===== config.mk =====
export PLATFORM = sky130hd
export DESIGN_NAME = rmc_readback_cmds
export DESIGN_NICKNAME = d
export VERILOG_FILES = /design/src/shared/rmc_pkg.sv /design/src/hw/rmc_readback_cmds.sv
export SDC_FILE = /design/constraint.sdc
export NUM_CORES = 1
export LEC_CHECK = 0
export BUFFER_PORTS_ARGS = -buffer_cell sky130_fd_sc_hd__buf_4
export CORE_MARGIN = 4
export CORE_UTILIZATION = 40
export CTS_CLUSTER_DIAMETER = 120
export DETAILED_ROUTE_END_ITERATION = 10
export HOLD_SLACK_MARGIN = 0.06
export SYNTH_ARGS = -nofsm -noshare
export SYNTH_HDL_FRONTEND = slang
export SYNTH_SLANG_ARGS = --single-unit

===== constraint.sdc =====
create_clock -name clk -period 14 [get_ports clk]
set_input_delay 2.1 -clock clk [delete_from_list [all_inputs] [get_ports clk]]
set_output_delay 2.1 -clock clk [all_outputs]
set_load 0.03 [all_outputs]

===== src/shared/rmc_pkg.sv =====
// Constants, types and helpers shared by the readback command block.
// How it works
// Flag power delivery alarm when sourced share current exceeds 10 A.
// Command 0xD4 answers count 4, voltage low/high, power low/high, then PEC.
// Firmware command answers count 6, three controllers major/minor in order, then PEC.
// Command 0xD6 answers count 3, three hour bytes low first, then PEC.
// Hours counter runs always, in standby and under main output power alike.
// Hours counter is wide enough for over 1900 years of hours.
// 128 bytes of customer storage are reached through command 0xD9.
// Host writes storage as 0xD9, location, data first to last, then PEC.
// Host reads storage with 0xD9, location, count up to 32, repeated start.
// Block answers start with the data byte count, PEC not counted.
// Multi-byte values go out low byte before high byte.
// Host ends a block read by not acknowledging PEC, then stop.
// Storage access beyond the 128-byte region is refused and flagged.
package rmc_pkg;
   localparam logic [7:0]  CMD_INPUT      = 8'hD4;
   localparam logic [7:0]  CMD_FWREV      = 8'hD5;
   localparam logic [7:0]  CMD_TIMER      = 8'hD6;
   localparam logic [7:0]  CMD_NVDATA     = 8'hD9;
   localparam logic [7:0]  INPUT_COUNT    = 8'h04;
   localparam logic [7:0]  FWREV_COUNT    = 8'h06;
   localparam logic [7:0]  TIMER_COUNT    = 8'h03;
   localparam logic [7:0]  NV_MAX_COUNT   = 8'h20;
   localparam logic [8:0]  NV_SIZE        = 9'h080;
   localparam logic [7:0]  IDLE_BYTE      = 8'hFF;
   localparam logic [7:0]  CRC_POLY       = 8'h07;
   localparam logic [7:0]  ALARM_RST      = 8'h00;
   localparam logic [15:0] SHARE_LIMIT_MA = 16'h2710;
   localparam int          HOURS_W        = 24;
   localparam logic [63:0] CLK_HZ         = 64'h0BEBC200;
   localparam logic [63:0] HOUR_S         = 64'h0000_0E10;
   localparam logic [39:0] HOUR_CYCLES_DFLT = 40'(CLK_HZ * HOUR_S);

   typedef enum logic [1:0] {ST_IDLE, ST_WRITE, ST_READ} rmc_state_t;

   // Byte-level view of the bus transaction layer.
   typedef struct packed {
      logic       frame_start;
      logic       frame_stop;
      logic       byte_valid;
      logic       byte_addr;
      logic       rd_req;
      logic [7:0] byte_data;
   } rmc_link_in_t;

   typedef struct packed {
      logic       rd_valid;
      logic [7:0] rd_data;
   } rmc_link_out_t;

   // One byte step of the packet error code (CRC-8, polynomial x8+x2+x+1).
   function automatic logic [7:0] rmc_crc8(input logic [7:0] crc, input logic [7:0] data);
      logic [7:0] c;
      c = crc ^ data;
      for (int i = 0; i < 8; i++)
      begin
         c = c[7] ? ({c[6:0], 1'b0} ^ CRC_POLY) : {c[6:0], 1'b0};
      end
      return c;
   endfunction : rmc_crc8
endpackage : rmc_pkg


===== src/hw/rmc_readback_cmds.sv =====
// Manufacturer readback commands: alarms, input readback, revisions, run timer, storage.
`timescale 1ns/100ps
module rmc_readback_cmds #(
   parameter logic [39:0] HOUR_CYCLES = rmc_pkg::HOUR_CYCLES_DFLT
) (
   input  wire logic                           clk,
   input  wire logic                           rstn,
   input  wire rmc_pkg::rmc_link_in_t          link_in,
   input  wire logic [15:0]                    share_ma,
   input  wire logic [15:0]                    vin_word,
   input  wire logic [15:0]                    pin_word,
   input  wire logic [47:0]                    fw_revs,
   input  wire logic [7:0]                     sec_alarm_pins,
   input  wire logic [7:0]                     pri_alarm_pins,
   input  wire logic                           hours_load,
   input  wire logic [rmc_pkg::HOURS_W-1:0]    hours_preset,
   input  wire logic                           err_clear,
   output rmc_pkg::rmc_link_out_t              link_out_ff,
   output logic [7:0]                          secondary_alarm_flags_ff,
   output logic [7:0]                          primary_alarm_flags_ff,
   output logic [rmc_pkg::HOURS_W-1:0]         hours_ff,
   output logic                                pec_error_ff,
   output logic                                range_error_ff
);
   import rmc_pkg::*;

   rmc_state_t    st_ff, nxt_st;
   rmc_link_out_t nxt_out;
   logic [7:0]    cmd_ff, nxt_cmd, loc_ff, nxt_loc, idx_ff, nxt_idx;
   logic [7:0]    pend_ff, nxt_pend, wptr_ff, nxt_wptr, cnt_ff, nxt_cnt;
   logic [7:0]    crc_ff, nxt_crc, crc_prev_ff, nxt_crc_prev;
   logic          pend_vld_ff, nxt_pend_vld;
   logic          nxt_pec_err, nxt_range_err, pec_hit, range_hit;
   logic [15:0]   pin_s1_ff, pin_s2_ff, pin_s3_ff, pin_stable_ff, nxt_pin_stable;
   logic          pwr_ff, nxt_pwr;
   logic [7:0]    nxt_sec_alarm, nxt_pri_alarm;
   logic [39:0]   cyc_ff, nxt_cyc;
   logic [HOURS_W-1:0] nxt_hours;
   logic [7:0]    nv_mem [NV_SIZE];
   logic          mem_we;
   logic [6:0]    mem_wa;
   logic [7:0]    mem_wd;
   logic [7:0]    resp_cnt, resp_byte, data_byte;
   logic          range_ok;

   // Alarm pins are filtered; a bit moves once its second and third stages agree.
   always_comb
   begin
      for (int b = 0; b < 16; b++)
      begin
         nxt_pin_stable[b] = (pin_s2_ff[b] == pin_s3_ff[b]) ? pin_s3_ff[b] : pin_stable_ff[b];
      end
      nxt_pwr       = share_ma > SHARE_LIMIT_MA;
      nxt_sec_alarm = {pin_stable_ff[15:9], pwr_ff};
      nxt_pri_alarm = pin_stable_ff[7:0];
   end

   always_ff @(posedge clk or negedge rstn)
   begin
      if (!rstn)
      begin
         pin_s1_ff                <= '0;
         pin_s2_ff                <= '0;
         pin_s3_ff                <= '0;
         pin_stable_ff            <= '0;
         pwr_ff                   <= 1'b0;
         secondary_alarm_flags_ff <= ALARM_RST;
         primary_alarm_flags_ff   <= ALARM_RST;
      end
      else
      begin
         pin_s1_ff                <= {sec_alarm_pins, pri_alarm_pins};
         pin_s2_ff                <= pin_s1_ff;
         pin_s3_ff                <= pin_s2_ff;
         pin_stable_ff            <= nxt_pin_stable;
         pwr_ff                   <= nxt_pwr;
         secondary_alarm_flags_ff <= nxt_sec_alarm;
         primary_alarm_flags_ff   <= nxt_pri_alarm;
      end
   end

   // Hour counter runs whatever the output state and saturates when full.
   always_comb
   begin
      nxt_cyc   = cyc_ff + 40'h1;
      nxt_hours = hours_ff;
      if (hours_load)
      begin
         nxt_cyc   = '0;
         nxt_hours = hours_preset;
      end
      else if (cyc_ff >= HOUR_CYCLES - 40'h1)
      begin
         nxt_cyc = '0;
         if (hours_ff != {HOURS_W{1'b1}})
         begin
            nxt_hours = hours_ff + {{(HOURS_W-1){1'b0}}, 1'b1};
         end
      end
   end

   always_ff @(posedge clk or negedge rstn)
   begin
      if (!rstn)
      begin
         cyc_ff   <= '0;
         hours_ff <= '0;
      end
      else
      begin
         cyc_ff   <= nxt_cyc;
         hours_ff <= nxt_hours;
      end
   end

   // Answer byte for the current read position.
   always_comb
   begin
      range_ok = ({1'b0, loc_ff} + {1'b0, cnt_ff} <= NV_SIZE) && (cnt_ff <= NV_MAX_COUNT);
      if (cmd_ff == CMD_INPUT)
         resp_cnt = INPUT_COUNT;
      else if (cmd_ff == CMD_FWREV)
         resp_cnt = FWREV_COUNT;
      else if (cmd_ff == CMD_TIMER)
         resp_cnt = TIMER_COUNT;
      else if (cmd_ff == CMD_NVDATA && range_ok)
         resp_cnt = cnt_ff;
      else
         resp_cnt = 8'h00;
      case (cmd_ff)
         CMD_INPUT:  data_byte = (idx_ff[2] || idx_ff[1:0] == 2'b11)
                                 ? pin_word[{idx_ff[2], 3'b000} +: 8]
                                 : vin_word[{idx_ff[1], 3'b000} +: 8];
         CMD_FWREV:  data_byte = fw_revs[{idx_ff[2:0] - 3'h1, 3'b000} +: 8];
         CMD_TIMER:  data_byte = hours_ff[{idx_ff[1:0] - 2'h1, 3'b000} +: 8];
         CMD_NVDATA: data_byte = nv_mem[7'(loc_ff + idx_ff - 8'h01)];
         default:    data_byte = IDLE_BYTE;
      endcase
      if (idx_ff == 8'h00)
         resp_byte = resp_cnt;
      else if (idx_ff <= resp_cnt)
         resp_byte = data_byte;
      else if (idx_ff == resp_cnt + 8'h01)
         resp_byte = crc_ff;
      else
         resp_byte = IDLE_BYTE;
   end

   // Transaction tracking: command capture, storage writes, read answers.
   always_comb
   begin
      nxt_st       = st_ff;
      nxt_cmd      = cmd_ff;
      nxt_loc      = loc_ff;
      nxt_idx      = idx_ff;
      nxt_pend     = pend_ff;
      nxt_pend_vld = pend_vld_ff;
      nxt_wptr     = wptr_ff;
      nxt_cnt      = cnt_ff;
      nxt_crc      = crc_ff;
      nxt_crc_prev = crc_prev_ff;
      nxt_out      = '{rd_valid: 1'b0, rd_data: link_out_ff.rd_data};
      mem_we       = 1'b0;
      mem_wa       = wptr_ff[6:0];
      mem_wd       = pend_ff;
      pec_hit      = 1'b0;
      range_hit    = 1'b0;
      if (link_in.frame_start)
      begin
         nxt_st       = ST_IDLE;
         nxt_crc      = 8'h00;
         nxt_idx      = 8'h00;
         nxt_pend_vld = 1'b0;
      end
      else if (link_in.frame_stop)
      begin
         // The last byte of a storage write is its PEC.
         if (st_ff == ST_WRITE && cmd_ff == CMD_NVDATA && pend_vld_ff)
         begin
            pec_hit = pend_ff != crc_prev_ff;
         end
         nxt_st = ST_IDLE;
      end
      else if (link_in.byte_valid)
      begin
         nxt_crc_prev = crc_ff;
         nxt_crc      = rmc_crc8(crc_ff, link_in.byte_data);
         nxt_idx      = 8'h00;
         if (link_in.byte_addr && link_in.byte_data[0])
         begin
            nxt_st = ST_READ;
            if (cmd_ff == CMD_NVDATA && pend_vld_ff)
            begin
               nxt_cnt      = pend_ff;
               nxt_pend_vld = 1'b0;
            end
         end
         else if (link_in.byte_addr)
         begin
            nxt_st       = ST_WRITE;
            nxt_pend_vld = 1'b0;
         end
         else if (st_ff == ST_WRITE)
         begin
            nxt_idx = (idx_ff == 8'hFF) ? idx_ff : idx_ff + 8'h01;
            if (idx_ff == 8'h00)
               nxt_cmd = link_in.byte_data;
            else if (idx_ff == 8'h01)
            begin
               nxt_loc  = link_in.byte_data;
               nxt_wptr = link_in.byte_data;
            end
            else
            begin
               // A byte is stored only once a later byte proves it was not the PEC.
               if (pend_vld_ff && cmd_ff == CMD_NVDATA)
               begin
                  if ({1'b0, wptr_ff} < NV_SIZE)
                  begin
                     mem_we   = 1'b1;
                     nxt_wptr = wptr_ff + 8'h01;
                  end
                  else
                     range_hit = 1'b1;
               end
               nxt_pend     = link_in.byte_data;
               nxt_pend_vld = 1'b1;
            end
         end
      end
      else if (link_in.rd_req && st_ff == ST_READ)
      begin
         nxt_out.rd_valid = 1'b1;
         nxt_out.rd_data  = resp_byte;
         nxt_crc          = rmc_crc8(crc_ff, resp_byte);
         nxt_idx          = (idx_ff == 8'hFF) ? idx_ff : idx_ff + 8'h01;
         range_hit        = (idx_ff == 8'h00) && (cmd_ff == CMD_NVDATA) && !range_ok;
      end
      nxt_pec_err   = (pec_error_ff & ~err_clear) | pec_hit;
      nxt_range_err = (range_error_ff & ~err_clear) | range_hit;
   end

   always_ff @(posedge clk or negedge rstn)
   begin
      if (!rstn)
      begin
         st_ff          <= ST_IDLE;
         cmd_ff         <= 8'h00;
         loc_ff         <= 8'h00;
         idx_ff         <= 8'h00;
         pend_ff        <= 8'h00;
         pend_vld_ff    <= 1'b0;
         wptr_ff        <= 8'h00;
         cnt_ff         <= 8'h00;
         crc_ff         <= 8'h00;
         crc_prev_ff    <= 8'h00;
         link_out_ff    <= '0;
         pec_error_ff   <= 1'b0;
         range_error_ff <= 1'b0;
      end
      else
      begin
         st_ff          <= nxt_st;
         cmd_ff         <= nxt_cmd;
         loc_ff         <= nxt_loc;
         idx_ff         <= nxt_idx;
         pend_ff        <= nxt_pend;
         pend_vld_ff    <= nxt_pend_vld;
         wptr_ff        <= nxt_wptr;
         cnt_ff         <= nxt_cnt;
         crc_ff         <= nxt_crc;
         crc_prev_ff    <= nxt_crc_prev;
         link_out_ff    <= nxt_out;
         pec_error_ff   <= nxt_pec_err;
         range_error_ff <= nxt_range_err;
      end
   end

   // Customer storage keeps its contents through reset.
   always_ff @(posedge clk)
   begin
      if (mem_we)
         nv_mem[mem_wa] <= mem_wd;
   end

   logic rd_go;
   assign rd_go = link_in.rd_req && st_ff == ST_READ && !link_in.byte_valid
                  && !link_in.frame_start && !link_in.frame_stop;
endmodule : rmc_readback_cmds


==> results of run 1 <==
[metrics by stage]
stage / worst slack, ns / instances / hold WS [ns] / util / cell area, um^2
floorplan: 8.86 / 3045 / 0.331 / - / 52200
global placement: 6.59 / 4873 / 0.333 / 0.428 / 55500
detailed placement: 6.58 / 4873 / 0.335 / 0.428 / 55500
CTS: 6.59 / 5111 / 0.348 / 0.460 / 59700
global route: 6.16 / 5111 / 0.353 / 0.460 / 59700
finish: 6.68 / 5112 / 0.338 / 0.460 / 59700
[kinds of logic after synthesis]
kind of cell | Yosys count | synth area share
other cells | 1 | 0.0000718
fa+ha+maj | 52 | 0.0120
simple gates | 720 | 0.0633
flops | 1243 | 0.693
compound gates | 336 | 0.0426
xor+xnor | 96 | 0.0168
buf+inv | 202 | 0.0201
mux | 394 | 0.152
[flip-flops by register name, summed over array words and instances, names as in the netlist]
name and cells:
pwr_ff 1, loc_ff 8, cnt_ff 8, link_out_ff 9, wptr_ff 8, cyc_ff 40
pend_vld_ff 1, st_ff 2, range_error_ff 1, pin_s2_ff 15, primary_alarm_flags_ff 8, nv_mem 1024
secondary_alarm_flags_ff 8, cmd_ff 8, idx_ff 8, crc_ff 8, pin_s1_ff 15, pec_error_ff 1
crc_prev_ff 8, hours_ff 24, mem_wd 8, pin_stable_ff 15, pin_s3_ff 15
[worst register-to-register path, stage by stage (launching register included)]
cell	delay [ns]
dfrtp_1	0.78
inv_1	0.32
ha_1	0.36
inv_1	0.06
ha_4	0.77
buf_4	0.84
buf_12	0.62
mux4_1	0.83
mux4_2	0.55
a211o_1	0.34
a21oi_1	0.38
a211oi_1	0.16
o31ai_4	0.28
or3_1	0.15
a21oi_1	0.10
nor3_4	0.28
xnor2_1	0.19
nor3_1	0.07
nand3b_1	0.16
[per-layer routing]
metal,vias up,part of all wire
met2,1079,0.46
li1,12534,-
met4,0,0.026
met1,14755,0.43
met3,200,0.077
met5,-,0
[power breakdown]
group / internal, W / total, W / switching (W)
combinational: 0.000423 / 0.000989 / 0.000567
clock: 0.00197 / 0.00340 / 0.00143
sequential: 0.00403 / 0.00410 / 0.0000749
total: 0.00642 / 0.00849 / 0.00207
[how the worst max path moves through the flow]
| stage | end | slack [ns] | depth (start not counted) |
|---|---|---|---|
| final | crc_ff[2]$_DFFE_PN0P_ | 6.68 | 18 |
| after global routing | crc_ff[2]$_DFFE_PN0P_ | 6.16 | 18 |
| after CTS | crc_ff[2]$_DFFE_PN0P_ | 6.59 | 18 |
| after detailed placement | crc_ff[2]$_DFFE_PN0P_ | 6.58 | 18 |
| after global placement | crc_ff[2]$_DFFE_PN0P_ | 6.59 | 18 |
| after floorplan | crc_ff[1]$_DFFE_PN0P_ | 8.86 | 23 |
[synth_stat cells, types with 5 or more instances]
cell type,n
a211oi_1,26
o21ai_1,8
o221ai_1,6
and4_1,7
dfrtp_1,219
a31oi_1,19
nor3b_1,7
buf_2,34
or3_1,15
nor2_1,262
or4_1,5
o22ai_1,15
clkbuf_1,76
a41oi_1,8
nand2b_1,11
nor4_1,7
mux4_1,19
mux2i_1,41
nand3b_1,7
buf_4,30
and3_1,28
edfxtp_1,1024
a22oi_1,7
nor3_1,34
a21oi_1,79
xnor2_1,61
o2111ai_1,8
maj3_1,15
nand4_1,33
buf_6,8
o21ai_0,85
o211ai_1,5
and2_1,7
buf_1,5
mux2_2,45
ha_1,35
xor2_1,30
nand2_1,200
nor2b_1,13
a21o_1,9
mux4_2,289
o21bai_1,5
nand4b_1,5
inv_1,42
nand3_1,64
[layout make-up]
| cell class | count | area, um^2 |
|---|---|---|
| antenna | 1 | 2.50 |
| clock buffer | 164 | 3470 |
| clock inverter | 74 | 713 |
| fill | 11089 | 70000 |
| inverter | 43 | 161 |
| multi-input combinational | 1600 | 15000 |
| sequential | 1243 | 36300 |
| tap | 1742 | 2180 |
| timing repair buffer | 245 | 1860 |
==> summary.md, run 1 <==
| Metric | Value |
|---|---|
| Status | complete, no violations |
| Layer carrying the most global-route usage | met2 |
| Cts hold-fix bufs | 0 |
| CP startpoint | idx_ff[1]$_DFFE_PN0P_ |
| CP bufs+invs | 4 |
| Vias per cell | 5.59 |
| Worst-path fanout max | 92 |
| Most common cell after layout, fill and taps aside | edfxtp_1 |
| Met1 Resource Use GR | 0.267 |
| CTS max path bufs | 3 |
| 1st-iter DRT viols | 2591 |
| Most frequent cells in the layout | edfxtp_1, mux4_2, nor2_1 |
| Crit path kind | register to register |
| Top area cells in the synthesized netlist | edfxtp_1, mux4_2, dfrtp_1 |
| Post-synth ARST share | 0.176 |
| Pwr/cell area | 142 nW/um^2 |
| CP Cell Sequence | inv_1 > ha_1 > inv_1 > ha_4 > buf_4 > buf_12 > mux4_1 > mux4_2 > a211o_1 > a21oi_1 > a211oi_1 > o31ai_4 > or3_1 > a21oi_1 > nor3_4 > xnor2_1 > nor3_1 > nand3b_1 |
| GR Util met3 | 0.0389 |
| Initial core utilization | 0.403 |
| First-pass GRT wire length | approximately 190000 um |
| Worst hold-check path type | register to register |
| Die Wd | 369 um |
| CTS Sinks | 1243 |
| Post-CTS setup buffers | 0 |
| Cts bufs inserted | 131 |
| Cell row count | roughly 130 |
| Chip height | about 370 um |
| Nets | ~3500 |
| Worst Setup Start Kind | register |
| Detail Placement HPWL | 80400 um |
| RSZ-0062 raised after global routing | no |
| Cells after Synth | 3044 |
| Total congestion overflow | 0 |
| Clk Tree Root Cell | clkbuf_16 |
| Worst Hold Path EP | pin_s2_ff[5]$_DFF_PN0_ |
| Area of the die | between 100000 and 150000 um^2 |
| Fin. max-slew vios | 0 |
| Design Power | 0.00849 W |
| Avg Inst Size Synth | 17.2 um^2 |
| Drt total wl | roughly 130000 um |
| Routed wire per std cell | 25.0 um |
| ANT nets after route | 0 |
| Max incr delay on CP | 0.83 ns |
| GRT Resource Usage Total | 0.187 |
| Final hold vios | 0 |
| Placer Congestion | ~0.9 |
| Number of synthesized flops with an enable pin | roughly 1000 |
| Met2 usage | 0.289 |
| Post-CTS Resized | 0 |
| Critical Path RT | 14.63 ns |
| DRC violations left | 0 |
| CTS tree | done |
| Most used DFF post-synth | edfxtp_1 |
| Synthesis-to-layout area growth | 14.2% |
| Leading area contributor after synthesis | edfxtp_1 |
| Final clock skew | roughly 0.033 ns |
| Worst R2R Start | idx_ff[1]$_DFFE_PN0P_ |
| Clock-pin slew on the worst setup and hold paths | roughly 0.060 ns |
| Largest net degree at the start of global routing | 105 |
| Reg2reg setup slack | 6.68 ns |
| Crit path max-delay family | buffers and inverters |
| Hold_sp | pin_s1_ff[5]$_DFF_PN0_ |
| Port Buf Inserts | 202 |
| Share of post-route cells with drive strength above 1 | 0.240 |
| Routed vias | 28568 |
| Slew @ Worst Pin | 1.22 ns |
| Number of global-route vias before repair | between 20000 and 30000 |
| Slew HR | 0.185 |
| Total number of yosys warnings | 0 |
| Share of the synthesized area in the top cell type | 0.589 |
| Worst flop-to-flop path endpoint | crc_ff[2]$_DFFE_PN0P_ |
| Crit path time final | 7.32 ns |
| Post-Syn Area | 52200 um^2 |
| Clock Latency Late Sink | about 0.76 ns |
| Worst Hold Depth | 0 |
| Ratio of final minimum period to clock period | 0.523 |
| Setup TNS | 0 ns |
| Synth Register Bits | around 1200 |
| Worst Path Arrival | 7.95 ns |
| Setup violators final | 0 |
| Pleak | between 20 and 25 nW |
| Max Freq | 0.137 GHz |
| Netlist cell types | 92 |
| First-pass DRT Iterations | 5 |
| Number of I/O pins | a little over 200 |
| CP Capture Type | register |
| Sequential cell area fraction in the yosys report | 0.693 |
| CTS H-tree depth | 4 |
| Antenna violations before repair | 1 |
| Core area | approximately 130000 um^2 |
| Critical path's slowest cell | buf_4 |
| VDD IR-drop max | 0.124 mV |
| MaxCap Viol Count | 0 |
| R2R cell count | 18 |
Power figures use the tool's default switching activity.
==> inputs of run 2 (changes only) <==
clock period = 7.1 ns   (was 14 ns; I/O delays follow)
==> run 2 against run 1 <==
  * Critical endpoint is now crc_ff[1]$_DFFE_PN0P_
  * Maximum frequency grew 14%
  * Largest power group unchanged
  * Highest routed layer unchanged
  * Via count grew 0.19%
  * Power grew 94%
==> summary.md, run 2 (synthesized netlist as in run 1, its figures left out) <==
| Metric | Value |
|---|---|
| CTS max path bufs | 3 |
| First-pass GRT wire length | 192000 um |
| Detail Placement HPWL | 82200 um |
| Routed vias | 28623 |
| Area of the die | around 140000 um^2 |
| Worst-path fanout max | 6 |
| Most frequent cells in the layout | edfxtp_1, mux4_2, nor2_1 |
| DRC violations left | 0 |
| Drt total wl | 129000 um |
| CP Cell Sequence | ha_1 > fa_1 > a211oi_1 > o21bai_1 > a221oi_2 > o221ai_2 > a211oi_1 > nand2_1 > ha_1 > a21o_1 > a21oi_1 > nand2b_1 > o21ai_0 > and2_0 > a21boi_0 > o211ai_1 > and3_1 > o22ai_2 > xnor2_2 > xor2_1 > xor2_1 > o221ai_1 |
| Post-CTS setup buffers | 0 |
| Pwr/cell area | 276 nW/um^2 |
| Initial core utilization | 0.403 |
| First-pass DRT Iterations | 5 |
| Antenna violations before repair | 0 |
| CP bufs+invs | 0 |
| CTS tree | done |
| Cell row count | 132 |
| Nets | 3464 |
| Max incr delay on CP | 0.55 ns |
| M1 WL | between 50000 and 60000 um |
| Die Wd | ~370 um |
| Vias per cell | 5.59 |
| Placer Congestion | 0.872 |
| Core area | 130000 um^2 |
| Worst hold-check path type | input port to asynchronous set/reset pin |
| Design Power | 0.0165 W |
| Routed wire per std cell | 25.2 um |
| Routed met3 length | between 9000 and 10000 um |
| Inst Count DP | 4893 |
| Ratio of final minimum period to clock period | 0.903 |
| Critical Path RT | 7.65 ns |
| MaxCap Viol Count | 0 |
| Final hold vios | 0 |
| Clock Latency Late Sink | 0.75 ns |
| Crit path kind | register to register |
| Cts hold-fix bufs | 0 |
| Number of global-route vias before repair | 28535 |
| Final instance area | 59800 um^2 |
| Crit path max-delay family | compound AO/OA/AOI/OAI gates |
| Dpl cell area | roughly 56000 um^2 |
| GRT Resource Usage Total | 0.188 |
| Setup violators final | 0 |
| Top layer in use | met4 |
| Pleak | 21.8 nW |
| Final Non-Filler Cells | approximately 5000 |
| Worst flop-to-flop path endpoint | crc_ff[1]$_DFFE_PN0P_ |
| ANT nets after route | 0 |
| CTS Sinks | 1243 |
| WP depth | 22 |
| CP Capture Type | register |
| Worst Setup Start Kind | register |
| Crit path time final | 6.41 ns |
| Status | complete, no violations |
| Total congestion overflow | 0 |
| Critical path's slowest cell | a21boi_0 |
| Chip height | 369 um |
| Cts bufs inserted | 121 |
| Port Buf Inserts | 202 |
| Fin. max-slew vios | 0 |
| Slew @ Worst Pin | 1.18 ns |
| Biggest register | nv_mem |
| Final clock skew | 0.0510 ns |
| Clock-pin slew on the worst setup and hold paths | approximately 0.070 ns |
| Metal2 WL | between 60000 and 70000 um |
| 1st-iter DRT viols | 2814 |
| Slew HR | 0.216 |
| Synthesis-to-layout area growth | 14.5% |
| Share of post-route cells with drive strength above 1 | 0.245 |
| Setup TNS | 0 ns |
| R2R cell count | 22 |
| Worst R2R Start | cnt_ff[0]$_DFFE_PN0P_ |
| Clk Tree Root Cell | clkbuf_16 |
| Most common cell after layout, fill and taps aside | edfxtp_1 |
| Reg2reg setup slack | about 0.69 ns |
| Number of I/O pins | ~200 |
| VDD IR-drop max | 0.237 mV |
| CTS H-tree depth | 3 |
| Max Freq | between 0.15 and 0.2 GHz |
| N_diodes | 0 |
| Largest net degree at the start of global routing | 106 |
| RSZ-0062 raised after global routing | no |
| Hold_ws | 0.325 ns |
| Max reg flops | a little over 1000 |
| Biggest regs | nv_mem (1024), cyc_ff (40), hours_ff (24) |
| Post-CTS Resized | 0 |
| Worst Path Arrival | 6.96 ns |
==> run 2: changes by cell type in the layout (fill, tap and decap cells not counted), sizes merged <==
cell      delta
clkinv       -3
clkinvlp     +6
diode        -1
bufinv       -1
inv          -3
buf         +20
clkbuf      -10
==> run 2: report_power, final <==
part           switching (W)  total (W)  internal [W]
combinational        0.00114    0.00201      0.000874
sequential          0.000145    0.00809       0.00794
clock                0.00282    0.00639       0.00357
total                0.00410     0.0165        0.0124
==> run 2: final cells by class <==
cell class	count	area, um^2
clock buffers	154	3180
clock inverters	73	813
fillers	11072	69900
inverters	43	161
multi-input cells	1600	15000
flip-flops and latches	1243	36300
well taps	1742	2180
repair buffers	265	2160
==> run 2: through the flow <==
stage | util | setup WS [ns]
after global routing | 0.461 | 0.192
after CTS | 0.461 | 0.803
after global placement | 0.430 | 0.962
after floorplan | - | 1.96
final | 0.461 | 0.691
after detailed placement | 0.430 | 0.884
==> run 2: routing by layer <==
layer / track usage / up-vias
met4: 0.0471 / 0
li1: - / 12519
met3: 0.0282 / 158
met5: 0 / -
met2: 0.305 / 1074
met1: 0.267 / 14872
==> run 2: worst max-delay path by stage <==
stage                            endpoint                  start  slack, ns
global route        crc_ff[1]$_DFFE_PN0P_  cnt_ff[0]$_DFFE_PN0P_       0.19
floorplan           crc_ff[1]$_DFFE_PN0P_  cnt_ff[0]$_DFFE_PN0P_       1.96
CTS                 crc_ff[1]$_DFFE_PN0P_  cnt_ff[0]$_DFFE_PN0P_       0.80
global placement    crc_ff[1]$_DFFE_PN0P_  cnt_ff[0]$_DFFE_PN0P_       0.96
finish              crc_ff[1]$_DFFE_PN0P_  cnt_ff[0]$_DFFE_PN0P_       0.69
detailed placement  crc_ff[1]$_DFFE_PN0P_  cnt_ff[0]$_DFFE_PN0P_       0.88
